$ cat src/design/occ_pkg.sv
// Constants, register map and encodings of the clock control block.
// Assumes an APB slave with 32-bit data; registers are 16 bits wide.
// Functional notes
// - Prescale is field plus two.
// - Multiplier is field plus two.
// - Postscale 00=2, 01=4, 11=8.
// - Output is input times M/(N1*N2).
// - Three-bit source code, eight sources.
// - Primary submode from strap field.
// - Erased device starts on divided RC.
// - New source loads from straps.
// - Clock lock freezes source when 01.
// - Pin lock blocks pin-select writes.
// - Read-only PLL lock flag.
// - Monitor sets fail flag; software clears.
// - Enable bit switches secondary oscillator.
// - Request bit reads zero when done.
// - Interrupt may clear doze enable.
// - Doze ratio is two to field.
// - Doze enable clear forces 1:1.
// - RC postscale 2^n, code 111 is 256.
// - Six-bit two's-complement RC trim.
// - Instruction clock is output over two.
// - Unlock before each control byte write.
// - Await ready, ten cycles, then switch.
// - Unimplemented bits read zero.

package occ_pkg;

    // ****************************************
    // Register map
    // ****************************************
    localparam logic [7:0] OCC_OSC_CTRL_ADDR = 8'h00;
    localparam logic [7:0] OCC_CLK_DIV_ADDR = 8'h04;
    localparam logic [7:0] OCC_PLL_FBD_ADDR = 8'h08;
    localparam logic [7:0] OCC_TRIM_ADDR = 8'h0C;
    localparam logic [7:0] OCC_UNLOCK_ADDR = 8'h10;

    // ****************************************
    // Field positions and reset values
    // ****************************************
    localparam int OCC_CUR_SRC_LSB = 12;
    localparam int OCC_NEW_SRC_LSB = 8;
    localparam int OCC_CLK_LOCK_BIT = 7;
    localparam int OCC_PIN_LOCK_BIT = 6;
    localparam int OCC_PLL_LOCK_BIT = 5;
    localparam int OCC_FAIL_BIT = 3;
    localparam int OCC_SEC_EN_BIT = 1;
    localparam int OCC_SW_REQ_BIT = 0;
    localparam int OCC_RECOVER_BIT = 15;
    localparam int OCC_DOZE_LSB = 12;
    localparam int OCC_DOZE_EN_BIT = 11;
    localparam int OCC_RCDIV_LSB = 8;
    localparam int OCC_POST_LSB = 6;
    localparam int OCC_PRE_LSB = 0;
    localparam logic [15:0] OCC_CLK_DIV_RST = 16'h3040;
    localparam logic [15:0] OCC_CLK_DIV_MASK = 16'hFFDF;
    localparam logic [8:0] OCC_PLL_FBD_RST = 9'h030;
    localparam logic [15:0] OCC_UNLOCK_KEY1 = 16'h0057;
    localparam logic [15:0] OCC_UNLOCK_KEY2 = 16'h00AA;
    localparam logic [1:0] OCC_SWMON_SW_ONLY = 2'h1;
    localparam logic [1:0] OCC_POST_RESERVED = 2'h2;
    localparam logic [3:0] OCC_SWITCH_WAIT = 4'hA;

    // ****************************************
    // Encodings
    // ****************************************
    typedef enum logic [2:0] {
        OCC_SRC_RC = 3'h0,
        OCC_SRC_RC_PLL = 3'h1,
        OCC_SRC_PRI = 3'h2,
        OCC_SRC_PRI_PLL = 3'h3,
        OCC_SRC_SEC = 3'h4,
        OCC_SRC_LP_RC = 3'h5,
        OCC_SRC_RC_DIV16 = 3'h6,
        OCC_SRC_RC_DIVN = 3'h7
    } occ_src_type;

    typedef enum logic [1:0] {
        OCC_PRI_EXT = 2'h0,
        OCC_PRI_XTAL = 2'h1,
        OCC_PRI_FAST_XTAL = 2'h2,
        OCC_PRI_OFF = 2'h3
    } occ_pri_type;
endpackage

$ cat src/design/occ_sw_if.sv
// Handshake between the register file and the switch sequencer.
// Assumes both ends run on pclk.
`timescale 1ns/1ps
interface occ_sw_if;
    logic start;
    logic [2:0] target;
    logic busy;
    logic done;
    modport ctrl (output start, output target, input busy, input done);
    modport seq (input start, input target, output busy, output done);
endinterface

$ cat src/design/occ_clock_control.sv
// Clock control unit: four APB registers, switch and divider outputs.
// Assumes oscillator inputs are asynchronous to pclk.
//
// Local design decisions: the register addresses and the APB interface to the registers.
`timescale 1ns/1ps
module occ_clock_control
(
    input wire logic pclk,
    input wire logic presetn,
    input wire logic psel,
    input wire logic penable,
    input wire logic pwrite,
    input wire logic [7:0] paddr,
    input wire logic [31:0] pwdata,
    input wire logic [3:0] pstrb,
    output logic [31:0] prdata,
    output logic pready,
    output logic pslverr,
    input wire logic [2:0] initial_source_config,
    input wire logic [1:0] primary_submode_config,
    input wire logic [1:0] switch_and_monitor_config,
    input wire logic pll_locked_raw,
    input wire logic src_ready_raw,
    input wire logic new_clk_tick_raw,
    input wire logic fail_detect_raw,
    input wire logic interrupt_req,
    output logic [2:0] active_source,
    output logic [1:0] primary_submode,
    output logic [5:0] pll_prescale_div,
    output logic [9:0] pll_multiplier,
    output logic [3:0] pll_postscale_div,
    output logic [8:0] fast_rc_postscale_div,
    output logic [5:0] fast_rc_trim_field,
    output logic [7:0] cpu_clock_ratio,
    output logic secondary_osc_on,
    output logic pin_select_write_allow,
    output logic instr_clk_en
);
    // ****************************************
    // Synchronisers
    // ****************************************
    logic [3:0] sync1_ff;
    logic [3:0] sync2_ff;
    logic tick_prev_ff;
    always_ff @(posedge pclk or negedge presetn)
    begin
        if (!presetn)
        begin
            sync1_ff <= 4'h0;
            sync2_ff <= 4'h0;
            tick_prev_ff <= 1'b0;
        end
        else
        begin
            sync1_ff <= {fail_detect_raw, new_clk_tick_raw,
                src_ready_raw, pll_locked_raw};
            sync2_ff <= sync1_ff;
            tick_prev_ff <= sync2_ff[2];
        end
    end
    logic pll_lock_s;
    logic src_ready_s;
    logic new_tick;
    logic fail_s;
    assign pll_lock_s = sync2_ff[0];
    assign src_ready_s = sync2_ff[1];
    assign new_tick = sync2_ff[2] & ~tick_prev_ff;
    assign fail_s = sync2_ff[3];

    // ****************************************
    // APB decode
    // ****************************************
    logic wr_en;
    logic rd_en;
    logic hit;
    assign wr_en = psel & penable & pwrite;
    assign rd_en = psel & penable & ~pwrite;
    assign pready = 1'b1;
    always_comb
    begin
        if (paddr == occ_pkg::OCC_OSC_CTRL_ADDR)
            hit = 1'b1;
        else if (paddr == occ_pkg::OCC_CLK_DIV_ADDR)
            hit = 1'b1;
        else if (paddr == occ_pkg::OCC_PLL_FBD_ADDR)
            hit = 1'b1;
        else if (paddr == occ_pkg::OCC_TRIM_ADDR)
            hit = 1'b1;
        else if (paddr == occ_pkg::OCC_UNLOCK_ADDR)
            hit = 1'b1;
        else
            hit = 1'b0;
    end
    assign pslverr = psel & penable & ~hit;

    logic wr_osc;
    logic wr_div;
    logic wr_fbd;
    logic wr_trim;
    logic wr_key;
    assign wr_osc = wr_en & (paddr == occ_pkg::OCC_OSC_CTRL_ADDR);
    assign wr_div = wr_en & (paddr == occ_pkg::OCC_CLK_DIV_ADDR);
    assign wr_fbd = wr_en & (paddr == occ_pkg::OCC_PLL_FBD_ADDR);
    assign wr_trim = wr_en & (paddr == occ_pkg::OCC_TRIM_ADDR);
    assign wr_key = wr_en & (paddr == occ_pkg::OCC_UNLOCK_ADDR);

    // ****************************************
    // Unlock sequence
    // ****************************************
    // Any other access drops the arm, so stray writes cannot slip in
    logic key1_ff;
    logic unlock_ff;
    logic osc_hi_wr;
    logic osc_lo_wr;
    assign osc_hi_wr = wr_osc & pstrb[1] & unlock_ff;
    assign osc_lo_wr = wr_osc & pstrb[0] & unlock_ff;
    always_ff @(posedge pclk or negedge presetn)
    begin
        if (!presetn)
        begin
            key1_ff <= 1'b0;
            unlock_ff <= 1'b0;
        end
        else if (psel & penable)
        begin
            key1_ff <= wr_key & (pwdata[15:0] == occ_pkg::OCC_UNLOCK_KEY1);
            unlock_ff <= wr_key & key1_ff &
                (pwdata[15:0] == occ_pkg::OCC_UNLOCK_KEY2);
        end
    end

    // ****************************************
    // Power-on strap capture
    // ****************************************
    // Straps load one edge after release
    logic strap_done_ff;
    always_ff @(posedge pclk or negedge presetn)
    begin
        if (!presetn)
            strap_done_ff <= 1'b0;
        else
            strap_done_ff <= 1'b1;
    end
    logic strap_load;
    assign strap_load = ~strap_done_ff;

    // ****************************************
    // Oscillator control register
    // ****************************************
    logic [2:0] cur_src_ff;
    logic [2:0] new_src_ff;
    logic clk_lock_ff;
    logic pin_lock_ff;
    logic fail_ff;
    logic sec_en_ff;
    logic sw_req_ff;
    logic [1:0] submode_ff;
    logic sw_enabled;
    logic sw_locked;
    logic sw_go;
    occ_sw_if sw ();

    assign sw_enabled = ~switch_and_monitor_config[1];
    assign sw_locked = clk_lock_ff &
        (switch_and_monitor_config == occ_pkg::OCC_SWMON_SW_ONLY);
    assign sw_go = sw_req_ff & ~sw.busy & ~sw_locked & ~strap_load;
    assign sw.start = sw_go & (new_src_ff != cur_src_ff);
    assign sw.target = new_src_ff;

    always_ff @(posedge pclk or negedge presetn)
    begin
        if (!presetn)
        begin
            cur_src_ff <= 3'h0;
            new_src_ff <= 3'h0;
            submode_ff <= 2'h0;
        end
        else if (strap_load)
        begin
            cur_src_ff <= initial_source_config;
            new_src_ff <= initial_source_config;
            submode_ff <= primary_submode_config;
        end
        else
        begin
            if (osc_hi_wr)
                new_src_ff <= pwdata[occ_pkg::OCC_NEW_SRC_LSB +: 3];
            if (sw.done)
                cur_src_ff <= new_src_ff;
        end
    end

    always_ff @(posedge pclk or negedge presetn)
    begin
        if (!presetn)
        begin
            clk_lock_ff <= 1'b0;
            pin_lock_ff <= 1'b0;
            sec_en_ff <= 1'b0;
        end
        else if (osc_lo_wr)
        begin
            clk_lock_ff <= pwdata[occ_pkg::OCC_CLK_LOCK_BIT];
            pin_lock_ff <= pwdata[occ_pkg::OCC_PIN_LOCK_BIT];
            sec_en_ff <= pwdata[occ_pkg::OCC_SEC_EN_BIT];
        end
    end

    // Held at zero while switching is disabled
    always_ff @(posedge pclk or negedge presetn)
    begin
        if (!presetn)
            sw_req_ff <= 1'b0;
        else if (!sw_enabled || sw.done || (sw_go && !sw.start))
            sw_req_ff <= 1'b0;
        else if (osc_lo_wr && pwdata[occ_pkg::OCC_SW_REQ_BIT])
            sw_req_ff <= 1'b1;
    end

    // Set wins over clear; a valid start clears it
    always_ff @(posedge pclk or negedge presetn)
    begin
        if (!presetn)
            fail_ff <= 1'b0;
        else if (fail_s)
            fail_ff <= 1'b1;
        else if (sw.start || (osc_lo_wr && !pwdata[occ_pkg::OCC_FAIL_BIT]))
            fail_ff <= 1'b0;
    end

    occ_switch_seq u_seq
    (
        .pclk(pclk),
        .presetn(presetn),
        .src_ready(src_ready_s),
        .src_tick(new_tick),
        .sw(sw)
    );

    // ****************************************
    // Divisor, feedback and trim registers
    // ****************************************
    logic [15:0] div_ff;
    logic [8:0] fbd_ff;
    logic [5:0] trim_ff;
    always_ff @(posedge pclk or negedge presetn)
    begin
        if (!presetn)
            div_ff <= occ_pkg::OCC_CLK_DIV_RST;
        else if (wr_div)
        begin
            if (pstrb[1])
                div_ff[15:8] <= pwdata[15:8];
            if (pstrb[0])
                div_ff[7:0] <= pwdata[7:0] & 8'hDF;
        end
        else if (interrupt_req && div_ff[occ_pkg::OCC_RECOVER_BIT])
            div_ff[occ_pkg::OCC_DOZE_EN_BIT] <= 1'b0;
    end

    always_ff @(posedge pclk or negedge presetn)
    begin
        if (!presetn)
            fbd_ff <= occ_pkg::OCC_PLL_FBD_RST;
        else if (wr_fbd)
        begin
            if (pstrb[1])
                fbd_ff[8] <= pwdata[8];
            if (pstrb[0])
                fbd_ff[7:0] <= pwdata[7:0];
        end
    end

    always_ff @(posedge pclk or negedge presetn)
    begin
        if (!presetn)
            trim_ff <= 6'h00;
        else if (wr_trim && pstrb[0])
            trim_ff <= pwdata[5:0];
    end

    // ****************************************
    // Derived settings
    // ****************************************
    logic [1:0] post_code;
    logic [2:0] doze_code;
    logic [2:0] rc_code;
    assign post_code = div_ff[occ_pkg::OCC_POST_LSB +: 2];
    assign doze_code = div_ff[occ_pkg::OCC_DOZE_LSB +: 3];
    assign rc_code = div_ff[occ_pkg::OCC_RCDIV_LSB +: 3];

    always_ff @(posedge pclk or negedge presetn)
    begin
        if (!presetn)
        begin
            pll_prescale_div <= 6'h02;
            pll_multiplier <= 10'h032;
            pll_postscale_div <= 4'h4;
            fast_rc_postscale_div <= 9'h001;
            cpu_clock_ratio <= 8'h01;
        end
        else
        begin
            // Factor M over N1*N2 is realised by the analog PLL
            pll_prescale_div <= {1'b0, div_ff[4:0]} + 6'h02;
            pll_multiplier <= {1'b0, fbd_ff} + 10'h002;
            case (post_code)
                2'h0: pll_postscale_div <= 4'h2;
                2'h1: pll_postscale_div <= 4'h4;
                2'h3: pll_postscale_div <= 4'h8;
                default: pll_postscale_div <= 4'h0; // Reserved code
            endcase
            if (rc_code == 3'h7)
                fast_rc_postscale_div <= 9'h100;
            else
                fast_rc_postscale_div <= 9'h001 << rc_code;
            if (div_ff[occ_pkg::OCC_DOZE_EN_BIT])
                cpu_clock_ratio <= 8'h01 << doze_code;
            else
                cpu_clock_ratio <= 8'h01;
        end
    end

    // Enable on every second pclk
    logic half_ff;
    always_ff @(posedge pclk or negedge presetn)
    begin
        if (!presetn)
            half_ff <= 1'b0;
        else
            half_ff <= ~half_ff;
    end
    assign instr_clk_en = half_ff;

    assign active_source = cur_src_ff;
    assign primary_submode = submode_ff;
    assign fast_rc_trim_field = trim_ff;
    assign secondary_osc_on = sec_en_ff;
    assign pin_select_write_allow = ~pin_lock_ff;

    // ****************************************
    // Read data
    // ****************************************
    logic [15:0] osc_rd;
    assign osc_rd = {1'b0, cur_src_ff, 1'b0, new_src_ff, clk_lock_ff,
        pin_lock_ff, pll_lock_s, 1'b0, fail_ff, 1'b0, sec_en_ff,
        sw_req_ff};
    always_ff @(posedge pclk or negedge presetn)
    begin
        if (!presetn)
            prdata <= 32'h0000_0000;
        else if (psel && !penable && !pwrite)
        begin
            if (paddr == occ_pkg::OCC_OSC_CTRL_ADDR)
                prdata <= {16'h0000, osc_rd};
            else if (paddr == occ_pkg::OCC_CLK_DIV_ADDR)
                prdata <= {16'h0000, div_ff & occ_pkg::OCC_CLK_DIV_MASK};
            else if (paddr == occ_pkg::OCC_PLL_FBD_ADDR)
                prdata <= {23'h000000, fbd_ff};
            else if (paddr == occ_pkg::OCC_TRIM_ADDR)
                prdata <= {26'h0000000, trim_ff};
            else
                prdata <= 32'h0000_0000;
        end
    end
endmodule

$ cat src/design/occ_switch_seq.sv
// Clock switch sequencer: awaits the new source, counts its cycles.
// Assumes synchronised inputs.
`timescale 1ns/1ps
module occ_switch_seq
(
    input wire logic pclk,
    input wire logic presetn,
    input wire logic src_ready,
    input wire logic src_tick,
    occ_sw_if.seq sw
);
    typedef enum logic [1:0] {OCC_IDLE, OCC_WAIT_RDY, OCC_COUNT,
        OCC_DONE} occ_seq_type;
    occ_seq_type state_ff;
    logic [3:0] cnt_ff;

    // ****************************************
    // Sequence
    // ****************************************
    always_ff @(posedge pclk or negedge presetn)
    begin
        if (!presetn)
        begin
            state_ff <= OCC_IDLE;
            cnt_ff <= 4'h0;
        end
        else
        begin
            case (state_ff)
                OCC_IDLE:
                begin
                    cnt_ff <= 4'h0;
                    if (sw.start)
                        state_ff <= OCC_WAIT_RDY;
                end
                OCC_WAIT_RDY:
                    if (src_ready)
                        state_ff <= OCC_COUNT;
                OCC_COUNT:
                    if (src_tick)
                    begin
                        if (cnt_ff == occ_pkg::OCC_SWITCH_WAIT - 4'h1)
                            state_ff <= OCC_DONE;
                        cnt_ff <= cnt_ff + 4'h1;
                    end
                default:
                    state_ff <= OCC_IDLE;
            endcase
        end
    end

    assign sw.busy = (state_ff != OCC_IDLE);
    assign sw.done = (state_ff == OCC_DONE);
endmodule

$ cat config.mk
export PLATFORM = sky130hd
export DESIGN_NAME = occ_clock_control
export DESIGN_NICKNAME = d
export VERILOG_FILES = /design/src/design/occ_pkg.sv /design/src/design/occ_sw_if.sv /design/src/design/occ_clock_control.sv /design/src/design/occ_switch_seq.sv
export SDC_FILE = /design/constraint.sdc
export NUM_CORES = 1
export LEC_CHECK = 0
export ABC_AREA = 1
export BUFFER_PORTS_ARGS = -buffer_cell sky130_fd_sc_hd__buf_2
export CORE_ASPECT_RATIO = 0.75
export CORE_MARGIN = 3
export CORE_UTILIZATION = 30
export CTS_CLUSTER_SIZE = 12
export DETAILED_ROUTE_END_ITERATION = 7
export GPL_TIMING_DRIVEN = 0
export SYNTH_ARGS = -nofsm -noshare
export SYNTH_HDL_FRONTEND = slang
export SYNTH_SLANG_ARGS = --single-unit
$ cat constraint.sdc
create_clock -name pclk -period 1.2 [get_ports pclk]
set_input_delay 0.24 -clock pclk [delete_from_list [all_inputs] [get_ports pclk]]
set_output_delay 0.24 -clock pclk [all_outputs]
set_load 0.02 [all_outputs]
==> results.json, run 1 <==
{
  "status": "finished, violations left",
  "violations": "setup timing",
  "seq_area_frac_synth_pct": 57.20,
  "synth-seq-cells": 113,
  "drc_errors": 0,
  "place_congestion": 0.8617,
  "syn_area_per_cell_um2": 9.203,
  "die_area_um2": 18160,
  "hold_start": "primary_submode_config[1]",
  "setup_slack_ns": -0.1350,
  "dieWidth_um": 154.6,
  "finalHoldViolCount": 0,
  "post_drt_wl_per_cell_um": 14.58,
  "grt_pass1_vias": 4252,
  "dp_hpwl_um": 9807,
  "max_freq_mhz": 749.1,
  "crit_path_end_kind": "register",
  "cp.required_ns": 1.50,
  "post-place-cells": 877,
  "skew_ns": 0.009904,
  "p_per_area_nw_per_um2": 1417,
  "syn-instance-count": 540,
  "clock_sinks": 113,
  "drtIter0Drc": 256,
  "timing.critical_path.fanout_max": 3,
  "first_pass_iters": 5,
  "grt_max_degree": 66,
  "clk_latency_ns": 0.42,
  "ant_nets": 0,
  "setup_viol": 25,
  "rows": 40,
  "critPathArrivalTime_ns": 1.63,
  "final.min_clock_period_ns": 1.335,
  "maxCapViolations": 0,
  "io_pins": 146,
  "yosys_warnings": 0,
  "cts_root_buf": "clkbuf_16",
  "tritoncts": "yes",
  "grt-ovfl-total": 0,
  "cts_buffer_depth": 2,
  "ir_drop_v": 0.0006666,
  "grt_antenna_before_repair": 0,
  "rrSetupSlack_ns": -0.13,
  "pre_cts_slack_ns": -0.5899,
  "fillers": 1510,
  "start_util_pct": 30.84,
  "crit_slowest_cell": "dfrtp_1",
  "vias": 4406,
  "critPathMaxStageDelay_ns": 0.42,
  "period_share_pct": 111.2,
  "rr_endpoint": "u_seq.state_ff[0]",
  "r2r-start": "u_seq.state_ff[0]",
  "holdCritPathClass": "in -> reg",
  "hold_end": "primary_submode[1]",
  "maxSlewViolCount": 0,
  "io_buffers": 108,
  "viasPerCell": 4.473,
  "synth_cell_types": 36,
  "critPathLaunchType": "register",
  "nets": 831,
  "grt_setup_unrepaired": "yes",
  "grt_pass1_wl_um": 22290,
  "final_cells": 985,
  "drive_above_1_share_pct": 43.10,
  "path_common_cell": "nand2_2",
  "holdPathStages": 3,
  "syn_to_final_growth_pct": 56.07,
  "critPathKind": "reg -> reg",
  "ff2ff_path_depth": 9,
  "core_area_um2": 16120,
  "drt_wl_total_um": 14360,
  "die_y_um": 117.5,
  "path_cells": "inv_2, ha_4, nand3_2, a21oi_2, nand2_2, nand2_2, nand2_2, nand2_1, nand2_1",
  "total_leakage_power_nw": 3.879,
  "syn-cell-area_um2": 4970,
  "cts_buffers": 17,
  "num_antenna_cells": 0,
  "htreeDepth": 4,
  "clk_pin_slew_worst_paths_ns": 0.05,
  "fin_tns_setup_ns": -1.400,
  "track_usage_pct": 15.71
}
## layout make-up
class / count / area, µm² / area share, %
Sequential cell: 113 / 2849 / 36.73
Multi-Input combinational cell: 361 / 2076 / 26.76
Timing Repair Buffer: 185 / 1539 / 19.84
Clock buffer: 19 / 442.9 / 5.711
Tap cell: 210 / 262.8 / 3.388
Inverter: 59 / 232.7 / 3.000
Buffer: 25 / 192.7 / 2.484
Clock inverter: 13 / 161.4 / 2.081
## cells in the final DEF (no fill, tap or decap), types with 6 or more instances in the layout
| master | instances |
|---|---|
| buf_2 | 50 |
| buf_4 | 84 |
| buf_6 | 67 |
| clkbuf_16 | 17 |
| conb_1 | 20 |
| dfrtp_1 | 96 |
| dfstp_2 | 12 |
| dlygate4sd3_1 | 6 |
| inv_1 | 48 |
| inv_2 | 7 |
| nand2_1 | 134 |
| nand2_2 | 16 |
| nand3_1 | 33 |
| nand3_2 | 11 |
| nand4_1 | 6 |
| nor2_1 | 24 |
| nor2_4 | 8 |
| nor3_1 | 15 |
| o21ai_0 | 18 |
| o21ai_1 | 11 |
| o21ai_2 | 14 |
| xor2_1 | 10 |
## critical path, delay by kind of cell (launching register included)
| kind | cells | cell delay (ns) |
|---|---|---|
| DFF | 1 | 0.42 |
| adders and majority gates | 1 | 0.15 |
| AOI/OAI and AO/OA | 1 | 0.14 |
| and+or+nand+nor | 6 | 0.39 |
| buffers and inverters | 1 | 0.11 |
## synthesized netlist by cell type
master / instances / area share (%)
o22ai_1: 1 / 0.13
or2_2: 1 / 0.13
nor3_2: 1 / 0.20
nor3_1: 16 / 1.6
ha_1: 8 / 2.0
nor3_4: 1 / 0.33
o211ai_1: 5 / 0.76
nand2_1: 151 / 11
nand4_1: 6 / 0.76
nand2_2: 2 / 0.25
o21ai_1: 7 / 0.70
buf_6: 1 / 0.23
nor2_1: 32 / 2.4
inv_1: 55 / 4.2
o21bai_1: 1 / 0.15
buf_2: 2 / 0.20
o31ai_1: 1 / 0.15
o21ai_0: 22 / 2.2
buf_4: 20 / 3.0
nand3_2: 1 / 0.20
nor2_4: 3 / 0.68
xnor2_1: 1 / 0.18
xor2_1: 10 / 1.8
conb_1: 2 / 0.15
inv_2: 4 / 0.30
dfrtp_1: 101 / 51
nor2_2: 1 / 0.13
mux2i_1: 1 / 0.20
a21oi_1: 6 / 0.60
clkbuf_1: 3 / 0.23
nand3_1: 44 / 4.4
nor3b_1: 1 / 0.15
o21ai_2: 14 / 2.5
dfstp_2: 12 / 6.3
nand3b_1: 1 / 0.15
o221ai_1: 2 / 0.35
## per-stage QoR
step	hold slack (ns)	total power, mW	area (µm²)	utilization [%]
5_1_grt	0.03523	11.49	7756	48.13
3_5_place_dp	0.2101	5.306	5961	36.99
6_report	0.03451	10.99	7756	48.13
3_3_place_gp	0.3314	5.275	5927	36.78
2_1_floorplan	-0.05559	4.888	5124	-
4_1_cts	0.01239	10.94	7321	45.43
## what timing repair did
action	CTS	global route
hold buffers	6	0
resized for setup	109	77
setup buffers	48	24
hold endpoints to repair	48	0
cloned	0	1
pin swaps	15	21
endpoints found under the setup margin	82	95
## layer usage
metal / global-route usage [%] / share of wire, %
met1: 22.06 / 46
met2: 22.46 / 45
met3: 5.733 / 7.1
met4: 5.240 / 1.3
met5: 0 / 0
## report_power, final
part / leakage [nW] / internal [mW] / switching, mW
sequential: 1.44 / 3.95 / 0.145
clock: 0.285 / 3.31 / 1.82
combinational: 2.15 / 0.823 / 0.942
total: 3.88 / 8.09 / 2.90
## how the worst max path moves through the flow
stage	from	endpoint	slack (ns)	depth (start not counted)
6_report	u_seq.state_ff[0]	u_seq.state_ff[0]	-0.13	9
5_1_grt	u_seq.state_ff[0]	u_seq.state_ff[0]	-0.22	9
4_1_cts	u_seq.state_ff[1]	u_seq.state_ff[0]	-0.14	9
3_5_place_dp	penable	prdata[14]	-0.59	6
3_3_place_gp	presetn	u_seq.cnt_ff[0]	-1.54	1
2_1_floorplan	u_seq.state_ff[1]	u_seq.state_ff[1]	-0.09	9
## registers in the layout, indices dropped and copies added (netlist names), 4 cells and up
| signal | count |
|---|---|
| pll_multiplier | 10 |
| cpu_clock_ratio | 8 |
| fbd_ff | 9 |
| pll_prescale_div | 6 |
| sync1_ff | 4 |
| div_ff | 15 |
| fast_rc_postscale_div | 8 |
| prdata | 16 |
| sync2_ff | 4 |
| u_seq.cnt_ff | 4 |
| fast_rc_trim_field | 6 |
## kinds of logic (layout without fill, tap and decap cells)
| kind of cell | after synthesis | count (layout) | share of synthesized area, % |
|---|---|---|---|
| and+or+nand+nor | 261 | 262 | 22.84 |
| DFF | 113 | 113 | 57.20 |
| buffers and inverters | 85 | 301 | 8.132 |
| AOI/OAI and AO/OA | 59 | 59 | 7.528 |
| xor gates and xnor gates | 11 | 11 | 1.939 |
| adders and majority gates | 8 | 8 | 2.014 |
| other | 2 | 20 | 0.1511 |
| muxes | 1 | 1 | 0.2014 |
No activity file was read; power rests on OpenSTA's default activity.
==> run 2: changes to the inputs <==
- CORE_UTILIZATION: 30 -> 43
- PLACE_DENSITY: not set -> 0.71
==> results.json, run 2 (same netlist as run 1, synthesis figures left out) <==
{
  "clk_pin_slew_worst_paths_ns": 0.05,
  "final.min_clock_period_ns": 1.384,
  "critPathLaunchType": "primary input",
  "drive_above_1_share_pct": 41.09,
  "largest_register_ffs": 16,
  "dp_hpwl_um": 9717,
  "ir_drop_v": 0.0009806,
  "setup_slack_ns": -0.1842,
  "holdCritPathClass": "in -> async",
  "htreeDepth": 4,
  "critPathArrivalTime_ns": 1.14,
  "core_area_um2": 11110,
  "fin_tns_setup_ns": -1.602,
  "pre_cts_slack_ns": -0.5789,
  "maxCapViolations": 0,
  "total_leakage_power_nw": 3.769,
  "top_register": "prdata",
  "final_cells": 892,
  "num_antenna_cells": 0,
  "first_pass_iters": 5,
  "grt_antenna_before_repair": 0,
  "io_buffers": 108,
  "cts_buffers": 17,
  "cts_root_buf": "clkbuf_16",
  "drt_wl_total_um": 14080,
  "viasPerCell": 4.992,
  "crit_slowest_cell": "nor3b_2",
  "finalHoldViolCount": 51,
  "fillers": 858,
  "cp_top_family": "simple AND/OR/NAND/NOR gates",
  "drc_errors": 0,
  "rrSetupSlack_ns": -0.17,
  "post-place-cells": 807,
  "critPathBufInv": 3,
  "rows": 33,
  "skew_ns": 0.006992,
  "critPathMaxStageDelay_ns": 0.19,
  "drtIter0Drc": 299,
  "post_drt_wl_per_cell_um": 15.79,
  "status": "finished, violations left",
  "grt_pass1_vias": 4444,
  "clk_latency_ns": 0.41,
  "track_usage_pct": 22.16,
  "io_pins": 146,
  "place_congestion": 0.9282,
  "fin_area_um2": 7377,
  "setup_viol": 21,
  "layout_common_cells": "134 x nand2_1, 95 x dfrtp_1, 71 x buf_4, 69 x buf_2, 48 x inv_1",
  "vias": 4453,
  "worstMarginPinSlew_ns": 0.6918,
  "holdWs_ns": -0.1258,
  "start_util_pct": 44.74,
  "critPathKind": "in -> out",
  "hold_buffers": 4,
  "p_per_area_nw_per_um2": 1548,
  "ff2ff_path_depth": 9,
  "period_share_pct": 115.4,
  "clock_sinks": 113,
  "syn_to_final_growth_pct": 48.44,
  "nets": 808,
  "grt_pass1_wl_um": 21920,
  "relSlewSlack_pct": 53.88,
  "timing.critical_path.fanout_max": 2,
  "dieWidth_um": 130.1,
  "tritoncts": "yes",
  "grt_setup_unrepaired": "yes",
  "path_cells": "buf_2, inv_1, nand2_1, nor2_1, nand4_1, nor3b_2, buf_4",
  "die_y_um": 99.11,
  "cts_buffer_depth": 2,
  "ant_nets": 0,
  "die_area_um2": 12900,
  "grt_max_degree": 62,
  "maxSlewViolCount": 0,
  "grt-ovfl-total": 0,
  "cp.depth": 7,
  "violations": "hold timing, setup timing",
  "cp.required_ns": 0.96,
  "max_freq_mhz": 722.4,
  "postPlaceCellArea_um2": 5869,
  "largestRegisters": "prdata: 16 flops, div_ff: 15 flops, pll_multiplier: 10 flops",
  "layout_commonest_cell": "nand2_1",
  "crit_path_end_kind": "primary output"
}
## run 2: worst reg2reg max path, stage by stage (launching register included)
cell,delay [ns]
dfrtp_1,0.42
inv_2,0.11
ha_4,0.15
nand3_2,0.06
a21oi_2,0.14
nand2_2,0.09
nand2_2,0.09
nand2_2,0.07
nand2_1,0.08
nand2_1,0.05
## run 2: path summary, 6_finish.rpt
kind,start,endpoint
max,paddr[6],pslverr
min,presetn,div_ff[2]
max reg2reg,u_seq.state_ff[1],u_seq.state_ff[1]
min reg2reg,sync1_ff[2],sync2_ff[2]
max in group asynchronous,presetn,pll_postscale_div[2]
min in group pclk,primary_submode_config[1],primary_submode[1]
## run 2: cell type report
| type | count | area, µm² | share of cell area (%) |
|---|---|---|---|
| Sequential cell | 113 | 2850 | 38.64 |
| Buffer | 24 | 182.7 | 2.476 |
| Clock buffer | 22 | 474.2 | 6.428 |
| Inverter | 59 | 232.7 | 3.155 |
| Timing Repair Buffer | 164 | 1234 | 16.72 |
| Clock inverter | 10 | 205.2 | 2.782 |
| Tap cell | 140 | 175.2 | 2.374 |
| Multi-Input combinational cell | 360 | 2023 | 27.43 |
## run 2: power breakdown
group,internal [mW],switching (mW),total [mW],leakage [nW]
sequential,3.96,0.159,4.11,1.44
combinational,0.651,0.923,1.57,2.00
clock,4.05,1.68,5.73,0.326
## run 2: layer usage
layer	global-route usage, %	up-vias	share of wire [%]
met3	5.529	22	7.2
met2	35.46	183	49
met5	0	-	0
met1	29.31	2148	42
met4	8.227	0	1.4
li1	-	2100	-
## run 2: timing repair
action,in CTS,in global routing
cloned,0,1
pin swaps,15,17
resized for setup,77,58
hold endpoints to repair,55,51
buffers inserted,37,15
setup endpoints to repair,81,90
## run 2: stage by stage
| step | utilization (%) | hold slack (ns) | power, mW |
|---|---|---|---|
| 6_report | 66.42 | -0.1258 | 11.42 |
| 5_1_grt | 66.42 | -0.06888 | 11.83 |
| 4_1_cts | 63.94 | -0.1073 | 11.31 |
| 3_5_place_dp | 52.84 | 0.3280 | 5.320 |
| 3_3_place_gp | 52.57 | 0.3328 | 5.236 |
| 2_1_floorplan | - | -0.05559 | 4.888 |
==> run 3: changes to the inputs <==
- TNS_END_PERCENT: not set -> 30
==> results.json, run 3 (same netlist as run 1, synthesis figures left out) <==
{
  "crit_path_end_kind": "register",
  "nets": 786,
  "io_buffers": 108,
  "ir_drop_v": 0.0009134,
  "pre_cts_slack_ns": -0.5227,
  "critPathArrivalTime_ns": 1.67,
  "final.min_clock_period_ns": 1.375,
  "viasPerCell": 4.926,
  "finalHoldViolCount": 45,
  "post-place-cells": 807,
  "cts_buffer_depth": 2,
  "final_cells": 870,
  "worstMarginPinSlew_ns": 0.6055,
  "num_antenna_cells": 0,
  "io_pins": 146,
  "setup_slack_ns": -0.1749,
  "rrSetupSlack_ns": -0.17,
  "skew_ns": 0.005348,
  "status": "finished, violations left",
  "largestRegisters": "prdata: 16 flops, div_ff: 15 flops, pll_multiplier: 10 flops",
  "grt_setup_unrepaired": "yes",
  "largest_register_ffs": 16,
  "grt_pass1_vias": 4004,
  "cts_root_buf": "clkbuf_16",
  "rows": 33,
  "die_area_um2": 12900,
  "grt_max_degree": 68,
  "grt_antenna_before_repair": 1,
  "holdWs_ns": -0.1638,
  "syn_to_final_growth_pct": 41.29,
  "violations": "hold timing, setup timing",
  "fillers": 893,
  "postPlaceCellArea_um2": 5829,
  "drtIter0Drc": 245,
  "ant_nets": 0,
  "ff2ff_path_depth": 9,
  "critPathLaunchType": "register",
  "dp_hpwl_um": 9396,
  "first_pass_iters": 5,
  "track_usage_pct": 20.54,
  "post_drt_wl_per_cell_um": 15.10,
  "tritoncts": "yes",
  "place_congestion": 0.9320,
  "top_register": "prdata",
  "critPathKind": "reg -> reg",
  "maxSlewViolCount": 0,
  "clk_latency_ns": 0.41,
  "cp.required_ns": 1.50,
  "dieWidth_um": 130.1,
  "period_share_pct": 114.6,
  "vias": 4286,
  "setup_viol": 34,
  "start_util_pct": 44.74,
  "relSlewSlack_pct": 59.63,
  "rr_endpoint": "u_seq.state_ff[0]",
  "clk_pin_slew_worst_paths_ns": 0.05,
  "r2r-start": "u_seq.state_ff[0]",
  "die_y_um": 99.11,
  "hold_buffers": 4,
  "fin_tns_setup_ns": -1.772,
  "fin_area_um2": 7022,
  "grt_pass1_wl_um": 20360,
  "grt-ovfl-total": 0,
  "layout_common_cells": "142 x nand2_1, 96 x dfrtp_1, 84 x buf_2, 51 x inv_1, 46 x buf_4",
  "layout_commonest_cell": "nand2_1",
  "htreeDepth": 4,
  "drt_wl_total_um": 13140,
  "maxCapViolations": 0,
  "total_leakage_power_nw": 3.587,
  "p_per_area_nw_per_um2": 1559,
  "max_freq_mhz": 727.3,
  "cts_buffers": 17,
  "timing.critical_path.fanout_max": 3,
  "holdCritPathClass": "in -> async",
  "clock_sinks": 113,
  "drive_above_1_share_pct": 37.67,
  "drc_errors": 0,
  "core_area_um2": 11110
}
run 3: cell count changes in the layout (fill, tap and decap cells not counted), sizes merged:
cell,change
buf,-22
bufinv,-3
clkbuf,-4
clkinv,+5
clkinvlp,-1
inv,+3
run 3: worst max-delay path by stage:
stage                       from                 end  slack [ns]  cells after the start
2_1_floorplan  u_seq.state_ff[1]   u_seq.state_ff[1]       -0.09                      9
3_3_place_gp             presetn  cpu_clock_ratio[2]       -1.37                      1
3_5_place_dp             penable          prdata[14]       -0.52                      6
4_1_cts        u_seq.state_ff[1]   u_seq.state_ff[0]       -0.14                      9
5_1_grt        u_seq.state_ff[0]   u_seq.state_ff[1]       -0.25                      9
6_report       u_seq.state_ff[0]   u_seq.state_ff[0]       -0.17                      9
run 3: layer usage:
metal | up-vias | global-route usage, % | part of all wire, %
met2 | 155 | 30.30 | 45
met5 | - | 0 | 0.14
met4 | 2 | 6.709 | 1.7
met1 | 2052 | 29.12 | 46
li1 | 2058 | - | -
met3 | 19 | 6.280 | 7.4
run 3: worst max-delay path: stages, from the launching register on:
cell,delay [ns]
dfrtp_1,0.41
inv_2,0.13
ha_4,0.15
nand3_2,0.06
a21oi_2,0.14
nand2_2,0.10
nand2_4,0.08
nand2_2,0.06
nand2_1,0.07
nand2_1,0.06
run 3: through the flow:
| step | power (mW) | hold slack, ns | utilization [%] |
|---|---|---|---|
| final | 10.94 | -0.1638 | 63.22 |
| after global routing | 11.40 | -0.1107 | 63.22 |
| after CTS | 10.89 | -0.1497 | 61.37 |
| after detailed placement | 5.305 | 0.2901 | 52.48 |
| after global placement | 5.228 | 0.3335 | 52.21 |
| after floorplan | 4.884 | -0.05559 | - |
run 3: layout make-up:
| cell class | instances | area, µm² | area share, % |
|---|---|---|---|
| buffer | 25 | 187.7 | 2.673 |
| clock buffer | 18 | 439.2 | 6.254 |
| clock inverter | 14 | 180.2 | 2.566 |
| inverter | 59 | 229.0 | 3.261 |
| multi-input combinational | 360 | 1977 | 28.15 |
| sequential | 113 | 2849 | 40.57 |
| tap | 140 | 175.2 | 2.495 |
| timing repair buffer | 141 | 984.7 | 14.02 |
run 3: where the power goes:
group	switching, mW	internal (mW)	total [mW]
combinational	0.946	0.730	1.68
clock	1.84	3.34	5.18
sequential	0.141	3.95	4.09
run 3: timing repair:
| item | 4_1_cts | 5_1_grt |
|---|---|---|
| pin swaps | 12 | 15 |
| endpoints found under the setup margin | 68 | 100 |
| gates resized for setup | 56 | 43 |
| endpoints found under the hold margin | 49 | 45 |
| buffers inserted | 18 | 12 |
| gates cloned | 0 | 1 |
